==> src/rsf_params.svh <==
`ifndef RSF_PARAMS_SVH
`define RSF_PARAMS_SVH

////////////////////////////////////////////////////////////////////////////////
// Line timing
`define RSF_CLK_HZ            64'd50000000
`define RSF_BAUD_DEFAULT      64'd9600
`define RSF_CHAR_BITS         64'd11
`define RSF_GAP_SHORT_TENTHS  64'd15
`define RSF_GAP_LONG_TENTHS   64'd35
// Least gap in cycles, rounded up
`define RSF_GAP_CYCLES(t) ((`RSF_CLK_HZ * `RSF_CHAR_BITS * (t) + 64'd10 * `RSF_BAUD_DEFAULT - 64'd1) / (64'd10 * `RSF_BAUD_DEFAULT))
`define RSF_IDLE_W            20

////////////////////////////////////////////////////////////////////////////////
// Frame fields
`define RSF_ADDR_BCAST        8'h00
`define RSF_ADDR_MAX          8'hf7
`define RSF_CMD_READ          8'h03
`define RSF_CMD_WRITE         8'h06
`define RSF_CMD_FAULT_BIT     8'h80
`define RSF_WORDS_MAX         12
`define RSF_READ_MAX_WORDS    16'h000c
`define RSF_EXC_FUNC          8'h01
`define RSF_EXC_ADDR          8'h02
`define RSF_EXC_VALUE         8'h03
`define RSF_EXC_COMM          8'h04
`define RSF_REQ_LEN           4'h8
`define RSF_MIN_LEN           4'h4
`define RSF_FAULT_LEN         5'h05
`define RSF_READ_HDR_LEN      5'h05

////////////////////////////////////////////////////////////////////////////////
// Check word
`define RSF_CRC_INIT          16'hffff
`define RSF_CRC_POLY          16'ha001

`endif

==> src/rsf_placeholder_unused.sv <==
`default_nettype none
`default_nettype wire
==> src/rsf_pkg.sv <==
`default_nettype none
`include "rsf_params.svh"

package rsf_pkg;

	// Gray along idle, access, wait, send
	typedef enum logic [2:0] {
		RSF_IDLE   = 3'b000,
		RSF_ACCESS = 3'b001,
		RSF_WAIT   = 3'b011,
		RSF_SEND   = 3'b010
	} rsf_state_type;

	typedef struct packed {
		logic        write;
		logic [15:0] addr;
		logic [15:0] data;
	} rsf_acc_req_type;

	typedef struct packed {
		logic        fault;
		logic [15:0] data;
	} rsf_acc_rsp_type;

	typedef struct packed {
		rsf_state_type                      state;
		logic [`RSF_IDLE_W-1:0]             idleCnt;
		logic                               inFrame;
		logic                               rxBad;
		logic [3:0]                         rxCount;
		logic [7:0][7:0]                    rxBuf;
		logic [15:0]                        rxCrc;
		logic                               bcast;
		logic [7:0]                         exc;
		logic [3:0]                         wordIdx;
		logic [`RSF_WORDS_MAX-1:0][15:0]    words;
		logic [4:0]                         byteIdx;
		logic [15:0]                        txCrc;
		logic                               txLoad;
		logic [7:0]                         txByte;
		logic                               accValid;
		rsf_acc_req_type                    accReq;
		logic                               commFault;
		logic                               driverOn;
	} rsf_ctl_type;

endpackage : rsf_pkg

`default_nettype wire

==> src/rsf_frame_handler.sv <==
// Operation
// - Half-duplex: no receive while driving line
// - Station 1..247 unique, 0 is broadcast
// - Broadcast executed, never answered
// - Own-address request gets exactly one reply
// - Failed or impossible request gets fault reply
// - Line idle 3.5 characters before sending
// - Order: address, command, data, check word
// - 3.5 character idle ends the frame
// - Gap over 1.5 characters restarts frame
// - Shorter gap continues previous frame
// - Bad check word flags fault, no execution
// - Line activity monitored at all times; received bytes are ignored while the driver is on
// - First byte compared with station or broadcast
// - Command 03 reads, 06 writes one word
// - Read of more than twelve words refused
// - Read request field order fixed
// - Check register starts at all ones
// - Shift right, xor a001 when bit out set
// - Write reply echoes request exactly
`default_nettype none
`include "rsf_params.svh"

module rsf_frame_handler #(
	parameter int unsigned GAP_SHORT_CYCLES = int'(`RSF_GAP_CYCLES(`RSF_GAP_SHORT_TENTHS)),
	parameter int unsigned GAP_LONG_CYCLES  = int'(`RSF_GAP_CYCLES(`RSF_GAP_LONG_TENTHS))
) (
	input  wire logic                     sys_clk,
	input  wire logic                     rst_n,
	input  wire logic [7:0]               stationAddr,
	input  wire logic                     rxValid,
	input  wire logic [7:0]               rxData,
	input  wire logic                     rxError,
	input  wire logic                     txLineBusy,
	output logic                          txValid,
	input  wire logic                     txReady,
	output logic [7:0]                    txData,
	output logic                          lineOe_n,
	output logic                          accValid,
	output rsf_pkg::rsf_acc_req_type      accReq,
	input  wire logic                     accDone,
	input  wire rsf_pkg::rsf_acc_rsp_type accRsp,
	output logic                          commFault
);

	localparam logic [`RSF_IDLE_W-1:0] GAP_SHORT = `RSF_IDLE_W'(GAP_SHORT_CYCLES);
	localparam logic [`RSF_IDLE_W-1:0] GAP_LONG  = `RSF_IDLE_W'(GAP_LONG_CYCLES);

	rsf_pkg::rsf_ctl_type r;
	rsf_pkg::rsf_ctl_type next_r;
	logic                 bufInReady;
	logic                 rxTake;
	logic                 frameEnd;
	logic                 eval;
	logic                 addrMatch;
	logic                 isBcast;
	logic                 crcBad;
	logic                 loadNow;
	logic [7:0]           cmd;
	logic [15:0]          startAddr;
	logic [15:0]          reqWord;
	logic [4:0]           txLen;
	logic [7:0]           respByte;
	logic [4:0]           dataOfs;

	////////////////////////////////////////////////////////////////////////////
	// One byte of the check word
	// bytewise check
	function automatic logic [15:0] crc_step(input logic [15:0] crc, input logic [7:0] data);
		logic [15:0] v;
		v = crc ^ {8'h00, data};
		for (int i = 0; i < 8; i++) begin
			v = v[0] ? ((v >> 1) ^ `RSF_CRC_POLY) : (v >> 1);
		end
		return v;
	endfunction : crc_step

	////////////////////////////////////////////////////////////////////////////
	// Request fields, fixed positions of the eight-byte requests
	// field positions
	assign cmd       = r.rxBuf[1];
	assign startAddr = {r.rxBuf[2], r.rxBuf[3]};
	assign reqWord   = {r.rxBuf[4], r.rxBuf[5]};

	// address filter; a station outside 1..247 acts on broadcast only
	assign isBcast   = (r.rxBuf[0] == `RSF_ADDR_BCAST);
	assign addrMatch = isBcast || ((r.rxBuf[0] == stationAddr) && (stationAddr <= `RSF_ADDR_MAX)
		&& (stationAddr != `RSF_ADDR_BCAST));

	// a good frame leaves the running check at zero
	assign crcBad = r.rxBad || (r.rxCrc != 16'h0000) || (r.rxCount < `RSF_MIN_LEN);

	// receive only while the driver is off
	assign rxTake   = rxValid && !r.driverOn;
	assign frameEnd = r.inFrame && (r.idleCnt >= GAP_LONG) && !rxTake;
	assign eval     = frameEnd && (r.state == rsf_pkg::RSF_IDLE);

	////////////////////////////////////////////////////////////////////////////
	// Reply length and byte selection
	always_comb begin
		if (r.exc != 8'h00) begin
			txLen = `RSF_FAULT_LEN;
		end else if (cmd == `RSF_CMD_WRITE) begin
			txLen = 5'(`RSF_REQ_LEN);
		end else begin
			txLen = `RSF_READ_HDR_LEN + {reqWord[3:0], 1'b0};
		end
		dataOfs = r.byteIdx - 5'h03;
		// address, command, data, then check word low and high
		if (r.byteIdx == txLen - 5'h02) begin
			respByte = r.txCrc[7:0];
		end else if (r.byteIdx == txLen - 5'h01) begin
			respByte = r.txCrc[15:8];
		end else if (r.byteIdx == 5'h00) begin
			respByte = r.rxBuf[0];
		end else if (r.byteIdx == 5'h01) begin
			respByte = (r.exc != 8'h00) ? (cmd | `RSF_CMD_FAULT_BIT) : cmd;
		end else if (r.exc != 8'h00) begin
			respByte = r.exc;
		end else if (cmd == `RSF_CMD_WRITE) begin
			respByte = r.rxBuf[r.byteIdx[2:0]];
		end else if (r.byteIdx == 5'h02) begin
			respByte = {reqWord[6:0], 1'b0};
		end else begin
			respByte = dataOfs[0] ? r.words[dataOfs[4:1]][7:0] : r.words[dataOfs[4:1]][15:8];
		end
	end

	// first byte waits for a long silence
	assign loadNow = (r.state == rsf_pkg::RSF_SEND) && (!r.txLoad || bufInReady)
		&& (r.byteIdx != txLen) && ((r.byteIdx != 5'h00) || (r.idleCnt >= GAP_LONG));

	////////////////////////////////////////////////////////////////////////////
	// Next state
	always_comb begin
		next_r = r;
		next_r.accValid = 1'b0;
		next_r.commFault = 1'b0;
		if (r.txLoad && bufInReady) begin
			next_r.txLoad = 1'b0;
		end
		// silence counter runs in every state, saturating
		if (rxTake || txLineBusy) begin
			next_r.idleCnt = '0;
		end else if (r.idleCnt < GAP_LONG) begin
			next_r.idleCnt = r.idleCnt + `RSF_IDLE_W'(1);
		end
		if (rxTake) begin
			if (!r.inFrame || (r.idleCnt > GAP_SHORT)) begin
				// broken frame dropped, byte taken as address
				next_r.inFrame = 1'b1;
				next_r.rxCount = 4'h1;
				next_r.rxBuf[0] = rxData;
				next_r.rxCrc = crc_step(`RSF_CRC_INIT, rxData);
				next_r.rxBad = rxError;
			end else begin
				if (r.rxCount < `RSF_REQ_LEN) begin
					next_r.rxBuf[r.rxCount[2:0]] = rxData;
				end
				if (r.rxCount != 4'hf) begin
					next_r.rxCount = r.rxCount + 4'h1;
				end
				next_r.rxCrc = crc_step(r.rxCrc, rxData);
				next_r.rxBad = r.rxBad || rxError;
			end
		end else if (frameEnd) begin
			next_r.inFrame = 1'b0;
		end
		case (r.state)
			rsf_pkg::RSF_IDLE: begin
				if (eval && addrMatch) begin
					next_r.bcast = isBcast;
					next_r.wordIdx = 4'h0;
					next_r.byteIdx = 5'h00;
					next_r.exc = 8'h00;
					next_r.state = rsf_pkg::RSF_ACCESS;
					if (crcBad) begin
						next_r.commFault = 1'b1;
						next_r.exc = `RSF_EXC_COMM;
						next_r.state = isBcast ? rsf_pkg::RSF_IDLE : rsf_pkg::RSF_SEND;
					// only read and single write are served
					end else if ((cmd != `RSF_CMD_READ) && (cmd != `RSF_CMD_WRITE)) begin
						next_r.exc = `RSF_EXC_FUNC;
						next_r.state = isBcast ? rsf_pkg::RSF_IDLE : rsf_pkg::RSF_SEND;
					// count outside 1..12 cannot be served
					end else if ((r.rxCount != `RSF_REQ_LEN) || ((cmd == `RSF_CMD_READ)
						&& ((reqWord == 16'h0000) || (reqWord > `RSF_READ_MAX_WORDS)))) begin
						next_r.exc = `RSF_EXC_VALUE;
						next_r.state = isBcast ? rsf_pkg::RSF_IDLE : rsf_pkg::RSF_SEND;
					end
				end
			end
			rsf_pkg::RSF_ACCESS: begin
				// One word access per request word
				next_r.accValid = 1'b1;
				next_r.accReq.write = (cmd == `RSF_CMD_WRITE);
				next_r.accReq.addr = startAddr + {12'h000, r.wordIdx};
				next_r.accReq.data = reqWord;
				next_r.state = rsf_pkg::RSF_WAIT;
			end
			rsf_pkg::RSF_WAIT: begin
				if (accDone) begin
					next_r.words[r.wordIdx] = accRsp.data;
					// broadcast ends here without a reply
					if (accRsp.fault || (cmd == `RSF_CMD_WRITE)
						|| ({12'h000, r.wordIdx} + 16'h0001 == reqWord)) begin
						next_r.exc = accRsp.fault ? `RSF_EXC_ADDR : 8'h00;
						next_r.state = r.bcast ? rsf_pkg::RSF_IDLE : rsf_pkg::RSF_SEND;
					end else begin
						next_r.wordIdx = r.wordIdx + 4'h1;
						next_r.state = rsf_pkg::RSF_ACCESS;
					end
				end
			end
			rsf_pkg::RSF_SEND: begin
				// one reply, normal or fault, then back to idle
				if (loadNow) begin
					next_r.txLoad = 1'b1;
					next_r.txByte = respByte;
					next_r.byteIdx = r.byteIdx + 5'h01;
					// Check word bytes stay out of their own sum, or the high byte goes out corrupted
					if (r.byteIdx < txLen - 5'h02) begin
						next_r.txCrc = crc_step((r.byteIdx == 5'h00) ? `RSF_CRC_INIT : r.txCrc, respByte);
					end
				end else if (r.byteIdx == txLen) begin
					next_r.state = rsf_pkg::RSF_IDLE;
				end
			end
			default: begin
				next_r.state = rsf_pkg::RSF_IDLE;
			end
		endcase
		// driver held on until the last byte has left the line
		// A byte still moving into the buffer counts, else a fast drain drops the driver early
		next_r.driverOn = (next_r.state == rsf_pkg::RSF_SEND) || next_r.txLoad || r.txLoad || txValid || txLineBusy;
	end

	// Register the copy
	always_ff @(posedge sys_clk) begin
		if (!rst_n) begin
			r <= '0;
		end else begin
			r <= next_r;
		end
	end

	////////////////////////////////////////////////////////////////////////////
	// Two-entry buffer toward the transmitter; a stall holds the sequencer
	rsf_pair_buffer #(
		.WIDTH(8)
	) i_rsf_pair_buffer (
		.sys_clk (sys_clk),
		.rst_n   (rst_n),
		.inValid (r.txLoad),
		.inReady (bufInReady),
		.inData  (r.txByte),
		.outValid(txValid),
		.outReady(txReady),
		.outData (txData)
	);

	// Outputs straight from the state flops
	assign lineOe_n  = !r.driverOn;
	assign accValid  = r.accValid;
	assign accReq    = r.accReq;
	assign commFault = r.commFault;
endmodule : rsf_frame_handler

`default_nettype wire

==> src/rsf_pair_buffer.sv <==
`default_nettype none

module rsf_pair_buffer #(
	parameter int unsigned WIDTH = 8
) (
	input  wire logic             sys_clk,
	input  wire logic             rst_n,
	input  wire logic             inValid,
	output logic                  inReady,
	input  wire logic [WIDTH-1:0] inData,
	output logic                  outValid,
	input  wire logic             outReady,
	output logic [WIDTH-1:0]      outData
);

	typedef struct packed {
		logic [WIDTH-1:0] head;
		logic             headValid;
		logic [WIDTH-1:0] spare;
		logic             spareValid;
	} rsf_buf_state_type;

	rsf_buf_state_type r;
	rsf_buf_state_type next_r;
	logic              push;
	logic              pop;

	////////////////////////////////////////////////////////////////////////////
	// Head feeds the port; spare catches the word in flight during a stall
	always_comb begin
		next_r = r;
		push = inValid && !r.spareValid;
		pop = r.headValid && outReady;
		if (pop) begin
			if (r.spareValid) begin
				next_r.head = r.spare;
				next_r.spareValid = 1'b0;
			end else if (push) begin
				next_r.head = inData;
			end else begin
				next_r.headValid = 1'b0;
			end
		end else if (push) begin
			if (!r.headValid) begin
				next_r.head = inData;
				next_r.headValid = 1'b1;
			end else begin
				next_r.spare = inData;
				next_r.spareValid = 1'b1;
			end
		end
	end

	// Register the copy
	always_ff @(posedge sys_clk) begin
		if (!rst_n) begin
			r <= '0;
		end else begin
			r <= next_r;
		end
	end

	// Full is a flop, so ready never depends on the drain side
	assign inReady  = !r.spareValid;
	assign outValid = r.headValid;
	assign outData  = r.head;

endmodule : rsf_pair_buffer

`default_nettype wire

==> config.mk <==
export PLATFORM = sky130hd
export DESIGN_NAME = rsf_frame_handler
export DESIGN_NICKNAME = d
export VERILOG_FILES = /design/src/rsf_placeholder_unused.sv /design/src/rsf_pkg.sv /design/src/rsf_frame_handler.sv /design/src/rsf_pair_buffer.sv
export VERILOG_INCLUDE_DIRS = /design/src
export SDC_FILE = /design/constraint.sdc
export NUM_CORES = 1
export LEC_CHECK = 0
export ABC_AREA = 1
export ABC_CLOCK_PERIOD_IN_PS = 3700
export BUFFER_PORTS_ARGS = -buffer_cell sky130_fd_sc_hd__buf_4
export CAP_MARGIN = 5
export CORE_MARGIN = 2
export CORE_UTILIZATION = 30
export DETAILED_ROUTE_END_ITERATION = 16
export SYNTH_ARGS = -nofsm -noshare
export SYNTH_HDL_FRONTEND = slang
export SYNTH_SLANG_ARGS = --single-unit
==> constraint.sdc <==
create_clock -name sys_clk -period 3.7 [get_ports sys_clk]
set_input_delay 0.925 -clock sys_clk [delete_from_list [all_inputs] [get_ports sys_clk]]
set_output_delay 0.925 -clock sys_clk [all_outputs]
set_load 0.01 [all_outputs]
Word level (Yosys, flattened, before mapping)
Cells that the tools add are included.
Operators by class
  add/subtract/negate cells: 10
  $lt $le $gt $ge: 14
  eq/ne operators: 27
  muxes and demuxes: 89
  bitwise gates (word level): 30
  reductions and logical operators: 70
Operator list (number)
  two-way mux 16 bit: 28
  two-way mux 204 bit: 1
  bitwise mux 192 bit: 1
  two-way mux 8 bit: 15
  NOT 2 -> 3 bit: 24
  binary-select mux 16 bit (select 4 bit): 1
  bitwise mux 64 bit: 1
  demux 16 bit (select 4 bit): 1
  two-way mux 9 bit: 4
  two-way mux 34 bit: 1
  XOR 16 x 8 -> 16 bit: 2
  two-way mux 30 bit: 1
  binary-select mux 8 bit (select 3 bit): 1
  demux 8 bit (select 3 bit): 1
  two-way mux 24 bit: 1
  case mux 12 bit (2 select lines): 1
  two-way mux 3 bit: 7
  AND reduction 3 bit: 7
  adder 20 x 1 -> 20 bit, second input constant: 1
  >= comparator 20 x 18 -> 1 bit, second input constant: 1
  > comparator 20 x 17 -> 1 bit, second input constant: 1
  < comparator 20 x 18 -> 1 bit, second input constant: 1
  two-way mux 5 bit: 4
  two-way mux 18 bit: 1
  other kinds (53): 133
Storage, ports and cells
  register bits: 398
  logic and storage cells: 283

Logic depth before layout (Yosys ltp)
Gate-level depths: netlist of run 1.
  depth after elaboration: 35
  depth in mapped cells: 40
  gate-level depth less buffers: 35

Modules after synthesis
From an unflattened synthesis of run 1, not the netlist that was laid out.
Second synthesis, totals
  cells, all modules: 3091
  area, all modules: 20568.5 um2
Modules (own cells, without submodules)
  rsf_frame_handler: times used 1, cells each 2930, area an instance 19583.8 um2, seq. area each 7507.2 um2
  rsf_pair_buffer: times used 1, cells each 161, area an instance 984.7 um2, seq. area each 360.3 um2

Worst setup path after synthesis of run 1
No wires, ideal clock.
  kind: register to register
  start point: reg r[61] (netlist bit)
  end point: reg r[45] (netlist bit)
  setup time: 0.109 ns
  arrival time: 3.500 ns
  data required time: 3.591 ns
  slack: 0.090 ns
  stages on the path, launching flop included: 37
  path buffers: 6
  period minus slack after synthesis: 3.610 ns
  cells stage by stage: dfxtp_1 > inv_1 > buf_2 > buf_2 > buf_1 > ha_1 > buf_2 > buf_6 > buf_2 > o21ai_0 > nand2_1 > nand3_1 > nand3_1 > nor2_1 > nor2_1 > nand2_1 > nand2_1 > nand2_1 > nand2_1 > nand2_1 > nand2_2 > nand2_2 > nand2_1 > nand2_1 > nand3_1 > nand2_2 > nand2_2 > nand2_2 > nand2_2 > nand2_2 > nand2_2 > nand2_2 > nand2_1 > nand3_1 > nand3_1 > nand2_1 > inv_1
On the way
  word-level cells in the longest chain between the ends: 21
  elaborated cells between the ends (all ways): 43
  classes of those cells: add/sub: 1; order compare: 1; eq/ne: 5; mux: 21; bitwise: 9; reduce/logical: 6
RTL lines
  from (decl): line rsf_frame_handler.sv:49  | rsf_pkg::rsf_ctl_type r;
  from (signal assigned): line rsf_frame_handler.sv:243  | r <= next_r;
  subtractor 5 x 2 -> 5 bit: line rsf_frame_handler.sv:108  | dataOfs = r.byteIdx - 5'h03;
  binary-select mux 16 bit (select 4 bit): line rsf_frame_handler.sv:125  | respByte = dataOfs[0] ? r.words[dataOfs[4:1]][7:0] : r.words[dataOfs[4:1]][15:8];
  two-way mux 16 bit (implied by the code): line rsf_frame_handler.sv:125
  two-way mux 8 bit: line rsf_frame_handler.sv:125
  two-way mux 8 bit: line rsf_frame_handler.sv:122  | end else if (r.byteIdx == 5'h02) begin
  two-way mux 8 bit: line rsf_frame_handler.sv:120  | end else if (cmd == `RSF_CMD_WRITE) begin
  two-way mux 8 bit: line rsf_frame_handler.sv:118  | end else if (r.exc != 8'h00) begin
  two-way mux 8 bit: line rsf_frame_handler.sv:116  | end else if (r.byteIdx == 5'h01) begin
  two-way mux 8 bit: line rsf_frame_handler.sv:114  | end else if (r.byteIdx == 5'h00) begin
  two-way mux 8 bit: line rsf_frame_handler.sv:112  | end else if (r.byteIdx == txLen - 5'h01) begin
  two-way mux 8 bit: line rsf_frame_handler.sv:110  | if (r.byteIdx == txLen - 5'h02) begin
  XOR 16 x 8 -> 16 bit: line rsf_frame_handler.sv:71  | v = crc ^ {8'h00, data};
  two-way mux 16 bit / NOT 2 -> 3 bit (equally long branches) (6 in series)
  NOT 2 -> 3 bit (no source line) / two-way mux 16 bit (equally long branches)
  two-way mux 16 bit (2 in series): line rsf_frame_handler.sv:73  | v = v[0] ? ((v >> 1) ^ `RSF_CRC_POLY) : (v >> 1);
Parallel ways exist; a longest one is shown, timed or not. The select of a mux whose other input is x is not followed.
A chain may end at the register's enable or synchronous reset.

Final worst setup path of run 1
Ends and elaborated chain as after synthesis.

==> results of run 1 <==
[power breakdown]
group	switching (mW)	internal (mW)	leakage [nW]
clock network	1.94	2.95	0.804
registers	0.0432	4.27	3.18
logic	0.445	0.230	5.59
total	2.43	7.45	9.58
[cells in the mapped netlist (6+ instances only)]
library cell	count
o21ai_0	428
o21ai_1	18
ha_1	27
nand3_2	6
a221oi_1	9
nand3_1	118
buf_4	46
xnor2_1	18
clkbuf_1	118
nand2_1	548
o221ai_1	11
inv_2	9
dfxtp_1	393
o22ai_1	7
buf_2	37
nor4_1	14
a31oi_1	7
nand4_1	12
a211oi_1	11
a21oi_1	309
xor2_1	40
nor2_1	263
o211ai_1	28
buf_1	9
inv_1	368
nand2_2	25
nor3_1	51
[placed cells by master, fill, tap and decap left out, types with 3 or more instances in the layout]
| cell type | synthesis | final |
|---|---|---|
| clkinv_1 | 5 | 5 |
| nor3_1 | 51 | 50 |
| inv_1 | 368 | 362 |
| o221ai_1 | 11 | 11 |
| clkinvlp_4 | 0 | 3 |
| buf_12 | 0 | 11 |
| xnor2_1 | 18 | 18 |
| o211ai_1 | 28 | 28 |
| nor4_1 | 14 | 14 |
| nand3_1 | 118 | 114 |
| o21ai_0 | 428 | 427 |
| clkbuf_8 | 0 | 10 |
| clkinv_2 | 0 | 7 |
| dfxtp_2 | 0 | 7 |
| nand3_2 | 6 | 9 |
| clkbuf_16 | 0 | 52 |
| clkbuf_1 | 118 | 7 |
| a221oi_1 | 9 | 9 |
| inv_2 | 9 | 14 |
| nor2_1 | 263 | 260 |
| bufinv_16 | 0 | 5 |
| o21ai_1 | 18 | 18 |
| nand2_1 | 548 | 533 |
| nor2_2 | 3 | 5 |
| or2_2 | 4 | 4 |
| nand2_2 | 25 | 40 |
| a211oi_1 | 11 | 11 |
| dfxtp_1 | 393 | 384 |
| nand2_4 | 4 | 3 |
| xor2_1 | 40 | 40 |
| nand3b_1 | 3 | 3 |
| ha_1 | 27 | 24 |
| a21oi_1 | 309 | 308 |
| o22ai_1 | 7 | 7 |
| a31oi_1 | 7 | 7 |
| buf_6 | 4 | 8 |
| buf_4 | 46 | 146 |
| nand4_1 | 12 | 12 |
[metal layers]
layer / part of all wire / global-route usage
met2: 0.46 / 0.283
met3: 0.051 / 0.0253
met5: 0 / 0
met4: 0.027 / 0.0561
met1: 0.46 / 0.228
[worst max-delay path by stage]
stage            from    end  slack, ns  depth (start not counted)
2_1_floorplan   r[61]  r[45]       0.09                         36
3_3_place_gp    r[62]  r[45]       0.16                         26
3_5_place_dp   cmd[4]  r[45]       0.14                         31
4_1_cts        cmd[3]  r[45]       0.10                         31
5_1_grt         r[61]  r[60]      -0.03                         33
6_report        r[61]  r[45]       0.31                         24
[state kept, by name, indices dropped and copies added, names as in the netlist]
name                        count
accReq                         33
accValid                        1
cmd                             8
commFault                       1
i_rsf_pair_buffer.outData       8
i_rsf_pair_buffer.outValid      1
i_rsf_pair_buffer.r             9
r                             332
[critical path, cell delays in order, from the launching register on]
cell and delay, ns:
dfxtp_4 0.36, inv_1 0.14, ha_4 0.27, buf_6 0.15, buf_6 0.17, o21ai_0 0.18
nand2_1 0.08, nand3_1 0.09, nand3_1 0.12, a21oi_1 0.22, a31oi_1 0.09, o21ai_1 0.19
a21oi_1 0.12, o21ai_1 0.18, nand2_1 0.08, nand2_1 0.11, nand2_1 0.11, nand2_1 0.07
nand2_1 0.10, inv_1 0.12, nand3_1 0.08, nand3_1 0.08, nand3_1 0.07, nand2_1 0.06
inv_1 0.03
[metrics by stage]
stage	TNS [ns]	util
3_5_place_dp	0	0.321
4_1_cts	0	0.346
3_3_place_gp	0	0.321
5_1_grt	-0.0582	0.352
6_report	0	0.352
2_1_floorplan	0	-
[logic make-up after synthesis]
kind of cell,synth area share
simple gates,0.221
fa+ha+maj,0.0178
compound gates,0.222
xor+xnor,0.0252
flops,0.390
buf+inv,0.124
other cells,0.000186
[what timing repair did]
action,4_1_cts,5_1_grt
endpoints found under the setup margin,0,5
buffers inserted,0,13
resized for setup,0,59
[layout make-up]
class                   instances  share of cell area
clock inverters                20              0.0121
repair buffers                170              0.0652
multi-input cells            1989               0.422
inverters                     383              0.0614
well taps                     873              0.0465
clock buffers                  65              0.0581
flip-flops and latches        393               0.335
==> metrics.txt, run 1 <==
# TYPE chip_impl_metric gauge
chip_impl_info{name="outcome",value="finished, final reports clean"} 1
chip_impl_metric{name="floorplan.initialDensity",unit=""} 0.302
chip_impl_metric{name="last_weighted_congestion_value_of_the_routability_driven_placer",unit=""} 0.872
chip_impl_metric{name="final_max_slew_viol_count",unit=""} 0
chip_impl_metric{name="dp_cells",unit=""} 3789
chip_impl_metric{name="postCtsHoldBufs",unit=""} 0
chip_impl_metric{name="finalClockSkew",unit="ns"} 0.0267
chip_impl_metric{name="timing.final.hold_violations",unit=""} 0
chip_impl_metric{name="cts_sink_count",unit=""} 393
chip_impl_metric{name="drt-wirelength-per-cell",unit="um"} 15.9
chip_impl_metric{name="worst-slew-pin-transition",unit="ns"} 0.990
chip_impl_metric{name="number_of_antenna_violations_at_the_first_check_in_global_routing",unit=""} 0
chip_impl_metric{name="insertion_delay_to_the_later_sink_of_the_worst_skew_pair",unit="ns"} 0.61
chip_impl_metric{name="final_period_minus_worst_setup_slack",unit="ns"} 3.39
chip_impl_metric{name="die_area",unit="um^2"} 69300
chip_impl_metric{name="clkSlewWorstSetupHoldPaths",unit="ns"} 0.06
chip_impl_metric{name="powerDensity",unit="nW/um^2"} 420
chip_impl_info{name="timing.hold.worst.start",value="r[375]"} 1
chip_impl_metric{name="drc",unit=""} 0
chip_impl_metric{name="cts.htree.levels",unit=""} 2
chip_impl_metric{name="first_global_vias",unit=""} 17500
chip_impl_metric{name="first_pass_iters",unit=""} 5
chip_impl_metric{name="dp_slack",unit="ns"} 0.139
chip_impl_metric{name="finalInstanceArea",unit="um^2"} 23500
chip_impl_metric{name="cp_max_fo",unit=""} 20
chip_impl_info{name="synth_top_flop_cell",value="dfxtp_1"} 1
chip_impl_metric{name="core.rowCount",unit=""} 95
chip_impl_metric{name="final-instance-count-excl-fill",unit=""} 3893
chip_impl_metric{name="share_of_final_layout_standard_cells_stronger_than_drive_strength_1",unit=""} 0.116
chip_impl_info{name="synth.area.top_cells",value="dfxtp_1 39%, o21ai_0 11%, nand2_1 10%"} 1
chip_impl_metric{name="insertedDiodeCount",unit=""} 0
chip_impl_metric{name="setup_slack",unit="ns"} 0.312
chip_impl_metric{name="cap_viol_max_count",unit=""} 0
chip_impl_metric{name="total_core_area",unit="um^2"} 66800
chip_impl_metric{name="cell_count_after_synthesis",unit=""} 2979
chip_impl_metric{name="synthDominantCellAreaShare",unit=""} 0.390
chip_impl_metric{name="cell_area_after_technology_mapping",unit="um^2"} 20200
chip_impl_metric{name="synth_edf_count",unit=""} 0
chip_impl_metric{name="yosysWarnings",unit=""} 0
chip_impl_metric{name="timing.hold.ws",unit="ns"} 0.434
chip_impl_metric{name="global_route_usage_sum",unit=""} 0.171
chip_impl_metric{name="worst-endpoint-required",unit="ns"} 4.18
chip_impl_info{name="rr_endpoint",value="r[45]"} 1
chip_impl_metric{name="report.power.total",unit="mW"} 9.88
chip_impl_metric{name="ios",unit=""} 85
chip_impl_metric{name="syn_nets",unit=""} 3047
chip_impl_metric{name="part_of_the_yosys_area_used_for_sequential_elements",unit=""} 0.390
chip_impl_metric{name="final_min_period_over_clock_period",unit=""} 0.916
chip_impl_metric{name="total_of_endpoints_with_negative_setup_slack_in_the_final_report",unit=""} 0
chip_impl_info{name="cts_tree",value="built"} 1
chip_impl_info{name="synth_largest_area_cell",value="dfxtp_1"} 1
chip_impl_metric{name="die_height",unit="um"} 263
chip_impl_info{name="worstHoldEndpoint",value="r[375]"} 1
chip_impl_metric{name="postSynth.asyncResetShare",unit=""} 0
chip_impl_info{name="cts-root-buf",value="clkbuf_16"} 1
chip_impl_metric{name="grt_start_max_net_pins",unit=""} 211
chip_impl_metric{name="worstPathArrival",unit="ns"} 3.87
chip_impl_metric{name="fill_cells",unit=""} 7215
chip_impl_metric{name="syn_to_final_growth",unit="%"} 16.7
chip_impl_metric{name="syn-mean-instance-area",unit="um^2"} 6.77
chip_impl_metric{name="nets",unit=""} 3052
chip_impl_info{name="timing_worst_setup_path_type",value="reg2reg"} 1
chip_impl_info{name="startpoint_type_of_the_worst_setup_path",value="flop"} 1
chip_impl_metric{name="vias_per_cell",unit=""} 4.87
chip_impl_metric{name="placement.io_buffers",unit=""} 84
chip_impl_metric{name="worst_slew_margin_rel",unit=""} 0.340
chip_impl_metric{name="postRouteAntennaNets",unit=""} 0
chip_impl_metric{name="initialDrtViolationCount",unit=""} 1578
chip_impl_metric{name="hpwl",unit="um"} 41000
chip_impl_metric{name="dieWidth",unit="um"} 263
chip_impl_metric{name="dr_total_vias",unit=""} 19000
chip_impl_metric{name="wire_length_of_the_first_global_routing_pass",unit="um"} 96400
chip_impl_metric{name="power.static_leakage",unit="nW"} 9.58
chip_impl_metric{name="synth_cell_types",unit=""} 55
chip_impl_metric{name="placed_area",unit="um^2"} 21500
chip_impl_info{name="worstReg2RegStart",value="r[61]"} 1
chip_impl_metric{name="globalRoute.totalOverflow",unit=""} 0
chip_impl_metric{name="timing.fmax",unit="MHz"} 295
chip_impl_metric{name="r2r_cell_count",unit=""} 24
chip_impl_metric{name="ys_ff_latch",unit=""} 393
chip_impl_metric{name="vdd_drop_max",unit="V"} 0.000492
chip_impl_metric{name="regToRegSetupSlack",unit="ns"} 0.31
chip_impl_metric{name="multi_input_area",unit="um^2"} 9910
chip_impl_info{name="timing.hold.worst.class",value="reg2reg"} 1
chip_impl_metric{name="cts_buffer_count",unit=""} 47
chip_impl_metric{name="whs_path_depth",unit=""} 2
chip_impl_metric{name="register_area",unit="um^2"} 7880
chip_impl_metric{name="route.final.wire_length",unit="um"} 62100
chip_impl_info{name="worst_setup_path_end_kind",value="flop"} 1
chip_impl_metric{name="clockBufferDepth",unit=""} 3
Power figures use the tool's default switching activity.
==> inputs of run 2 (changes only) <==
--- a/config.mk
+++ b/config.mk
@@ -10,9 +10,10 @@
 export ABC_CLOCK_PERIOD_IN_PS = 3700
 export BUFFER_PORTS_ARGS = -buffer_cell sky130_fd_sc_hd__buf_4
 export CAP_MARGIN = 5
-export CORE_MARGIN = 2
+export CORE_MARGIN = 8
 export CORE_UTILIZATION = 30
 export DETAILED_ROUTE_END_ITERATION = 16
 export SYNTH_ARGS = -nofsm -noshare
 export SYNTH_HDL_FRONTEND = slang
+export SYNTH_HIERARCHICAL = 1
 export SYNTH_SLANG_ARGS = --single-unit
==> run 2 against run 1 <==
Core utilization is 0.49 points lower. Critical path type unchanged. Via count is 2.9% higher. Register-to-register slack worse by 0.07 ns. Clock skew is 0.0040 ns lower.
==> metrics.txt, run 2 <==
# TYPE chip_impl_metric gauge
chip_impl_info{name="outcome",value="finished, final reports clean"} 1
chip_impl_info{name="startpoint_type_of_the_worst_setup_path",value="flop"} 1
chip_impl_metric{name="vias_per_cell",unit=""} 4.86
chip_impl_metric{name="clkSlewWorstSetupHoldPaths",unit="ns"} 0.06
chip_impl_metric{name="placement.io_buffers",unit=""} 84
chip_impl_metric{name="yosysWarnings",unit=""} 6
chip_impl_info{name="most_congested_layer_reported_by_global_routing",value="met2"} 1
chip_impl_metric{name="worst-slew-pin-transition",unit="ns"} 0.916
chip_impl_metric{name="cts_sink_count",unit=""} 393
chip_impl_metric{name="final_period_minus_worst_setup_slack",unit="ns"} 3.45
chip_impl_metric{name="timing.final.hold_violations",unit=""} 0
chip_impl_metric{name="cell_area_after_technology_mapping",unit="um^2"} 20600
chip_impl_metric{name="hpwl",unit="um"} 42400
chip_impl_metric{name="globalRoute.totalOverflow",unit=""} 0
chip_impl_info{name="worst_setup_path_end_kind",value="flop"} 1
chip_impl_metric{name="share_of_final_layout_standard_cells_stronger_than_drive_strength_1",unit=""} 0.112
chip_impl_metric{name="floorplan.initialDensity",unit=""} 0.301
chip_impl_metric{name="wire_length_of_the_first_global_routing_pass",unit="um"} 102000
chip_impl_info{name="timing_worst_setup_path_type",value="reg2reg"} 1
chip_impl_metric{name="postCtsHoldBufs",unit=""} 0
chip_impl_metric{name="postRouteAntennaNets",unit=""} 0
chip_impl_info{name="rr_endpoint",value="r[45]"} 1
chip_impl_metric{name="drc",unit=""} 0
chip_impl_metric{name="whs_path_depth",unit=""} 2
chip_impl_metric{name="number_of_antenna_violations_at_the_first_check_in_global_routing",unit=""} 0
chip_impl_metric{name="nets",unit=""} 3169
chip_impl_metric{name="groute.layer.met1.usage",unit=""} 0.220
chip_impl_info{name="timing.hold.worst.start",value="r[376]"} 1
chip_impl_metric{name="insertion_delay_to_the_later_sink_of_the_worst_skew_pair",unit="ns"} 0.58
chip_impl_metric{name="cell_count_after_synthesis",unit=""} 3091
chip_impl_metric{name="vdd_drop_max",unit="V"} 0.000240
chip_impl_metric{name="worst_slew_margin_rel",unit=""} 0.389
chip_impl_metric{name="r2r_cell_count",unit=""} 26
chip_impl_metric{name="dr_total_vias",unit=""} 19500
chip_impl_info{name="layout_commonest_cell",value="nand2_1"} 1
chip_impl_metric{name="gr-usage-met2",unit=""} 0.253
chip_impl_metric{name="synthDominantCellAreaShare",unit=""} 0.383
chip_impl_metric{name="cp_max_fo",unit=""} 18
chip_impl_metric{name="final-instance-count-excl-fill",unit=""} 4016
chip_impl_metric{name="dp_cells",unit=""} 3922
chip_impl_info{name="synth.most_common_cell",value="nand2_1"} 1
chip_impl_metric{name="first_pass_iters",unit=""} 6
chip_impl_metric{name="ys_ff_latch",unit=""} 393
chip_impl_metric{name="core.rowCount",unit=""} 96
chip_impl_metric{name="timing.fmax",unit="MHz"} 289
chip_impl_metric{name="syn_nets",unit=""} 3159
chip_impl_metric{name="synth_edf_count",unit=""} 0
chip_impl_info{name="worstReg2RegStart",value="r[61]"} 1
chip_impl_info{name="worst_setup_path_endpoint",value="r[45]"} 1
chip_impl_metric{name="cts.htree.levels",unit=""} 2
chip_impl_info{name="synth_common_cells",value="674 x nand2_1, 414 x nor2_1, 393 x dfxtp_1, 379 x o21ai_0, 309 x inv_1"} 1
chip_impl_metric{name="insertedDiodeCount",unit=""} 0
chip_impl_info{name="timing.hold.worst.class",value="reg2reg"} 1
chip_impl_metric{name="last_weighted_congestion_value_of_the_routability_driven_placer",unit=""} 0.879
chip_impl_metric{name="ios",unit=""} 85
chip_impl_metric{name="part_of_the_yosys_area_used_for_sequential_elements",unit=""} 0.383
chip_impl_metric{name="die_area",unit="um^2"} 77200
chip_impl_metric{name="first_global_vias",unit=""} 18200
chip_impl_metric{name="synth_cell_types",unit=""} 56
chip_impl_info{name="cts_tree",value="built"} 1
chip_impl_metric{name="worst-endpoint-required",unit="ns"} 4.17
chip_impl_metric{name="clockBufferDepth",unit=""} 3
chip_impl_info{name="cts-root-buf",value="clkbuf_16"} 1
chip_impl_info{name="most_used_cells_in_the_layout_excluding_fill_and_tap_cells",value="668 x nand2_1, 413 x nor2_1, 390 x dfxtp_1, 379 x o21ai_0, 305 x inv_1"} 1
chip_impl_metric{name="route.final.wire_length",unit="um"} 64500
chip_impl_info{name="largest_register",value="r"} 1
chip_impl_metric{name="finalInstanceArea",unit="um^2"} 23700
chip_impl_metric{name="syn_to_final_growth",unit="%"} 15.1
chip_impl_metric{name="dp_slack",unit="ns"} 0.0887
chip_impl_metric{name="initialDrtViolationCount",unit=""} 1599
chip_impl_metric{name="postSynth.asyncResetShare",unit=""} 0
chip_impl_info{name="synth_top_flop_cell",value="dfxtp_1"} 1
chip_impl_info{name="synth.area.top_cells",value="dfxtp_1 38%, nand2_1 12%, o21ai_0 9.2%"} 1
chip_impl_metric{name="grt_use_met3",unit=""} 0.0223
chip_impl_metric{name="cts_buffer_count",unit=""} 43
chip_impl_metric{name="regToRegSetupSlack",unit="ns"} 0.25
chip_impl_metric{name="grt_start_max_net_pins",unit=""} 94
chip_impl_metric{name="drt-wirelength-per-cell",unit="um"} 16.1
chip_impl_metric{name="syn-mean-instance-area",unit="um^2"} 6.65
chip_impl_info{name="synth_largest_area_cell",value="dfxtp_1"} 1
chip_impl_metric{name="die_height",unit="um"} 278
chip_impl_metric{name="placed_area",unit="um^2"} 21900
chip_impl_metric{name="fill_cells",unit=""} 7353
chip_impl_metric{name="worstPathArrival",unit="ns"} 3.92
chip_impl_metric{name="total_core_area",unit="um^2"} 68200
chip_impl_metric{name="largest_reg_flops",unit=""} 332
chip_impl_metric{name="dieWidth",unit="um"} 278
chip_impl_metric{name="powerDensity",unit="nW/um^2"} 397
chip_impl_metric{name="power.static_leakage",unit="nW"} 10.4
chip_impl_metric{name="final_min_period_over_clock_period",unit=""} 0.934
chip_impl_metric{name="global_route_usage_sum",unit=""} 0.159
chip_impl_metric{name="cap_viol_max_count",unit=""} 0
chip_impl_metric{name="finalClockSkew",unit="ns"} 0.0227
chip_impl_info{name="timing_startpoint_of_the_critical_path",value="r[61]"} 1
chip_impl_metric{name="total_of_endpoints_with_negative_setup_slack_in_the_final_report",unit=""} 0
chip_impl_metric{name="final_max_slew_viol_count",unit=""} 0
chip_impl_metric{name="setup_slack",unit="ns"} 0.245
## run 2: cells by family after synthesis
family,after synthesis,synth area share
simple gates,1361,0.276
compound gates,696,0.181
buf+inv,543,0.114
flops,393,0.383
xor+xnor,69,0.0294
fa+ha+maj,28,0.0174
other cells,1,0.000182
## run 2: worst min path at each step
stage                     endpoint
after global routing        r[376]
after global placement      r[376]
after CTS                   r[376]
after floorplan             r[376]
after detailed placement    r[376]
final                       r[376]
## run 2: critical path, stage by stage (launching register included)
cell	delay, ns
dfxtp_2	0.33
clkinv_1	0.10
ha_4	0.43
buf_12	0.19
buf_4	0.16
nand2_1	0.06
nand2_1	0.09
nand2_1	0.06
a31oi_1	0.27
o2bb2ai_1	0.17
a22oi_1	0.15
o21ai_1	0.16
nand2_1	0.10
nand2_1	0.08
nand2_1	0.07
nand2_1	0.06
nand2_1	0.06
nand2_1	0.10
nand2_1	0.08
nand2_1	0.08
nand2_2	0.08
inv_1	0.09
nand3_1	0.09
nand3_1	0.09
nand3_1	0.07
nand2_1	0.07
inv_1	0.03
## run 2: area by class of cell
| type | instances | area (um^2) | share of cell area |
|---|---|---|---|
| inverter | 333 | 1260 | 0.0531 |
| clock buffer | 60 | 1250 | 0.0529 |
| tap | 882 | 1100 | 0.0466 |
| timing repair buffer | 175 | 1560 | 0.0659 |
| multi-input combinational | 2155 | 10500 | 0.442 |
| sequential | 393 | 7870 | 0.332 |
| clock inverter | 18 | 180 | 0.00761 |
## run 2: per-layer routing
metal	up-vias	part of all wire
met4	0	0.026
met3	101	0.051
met1	8987	0.47
met5	-	0
met2	509	0.45
li1	9917	-
## run 2: stage by stage
| stage | power [mW] | TNS, ns | hold slack [ns] | utilization |
|---|---|---|---|---|
| global route | 9.75 | -0.0158 | 0.441 | 0.347 |
| finish | 9.41 | 0 | 0.427 | 0.347 |
| global placement | 5.07 | 0 | 0.414 | 0.321 |
| floorplan | 4.85 | 0 | 0.408 | - |
| CTS | 9.49 | 0 | 0.428 | 0.342 |
| detailed placement | 5.07 | 0 | 0.419 | 0.321 |
## run 2: repair_timing
action | 4_1_cts | 5_1_grt
buffers inserted | 0 | 10
setup endpoints to repair | 0 | 5
endpoints found under the hold margin | 0 | 0
resized for setup | 0 | 40
## run 2: power breakdown
part | total (mW) | internal (mW) | switching [mW]
combinational | 0.666 | 0.235 | 0.431
sequential | 4.32 | 4.27 | 0.0507
clock | 4.42 | 2.58 | 1.84
total | 9.41 | 7.09 | 2.32
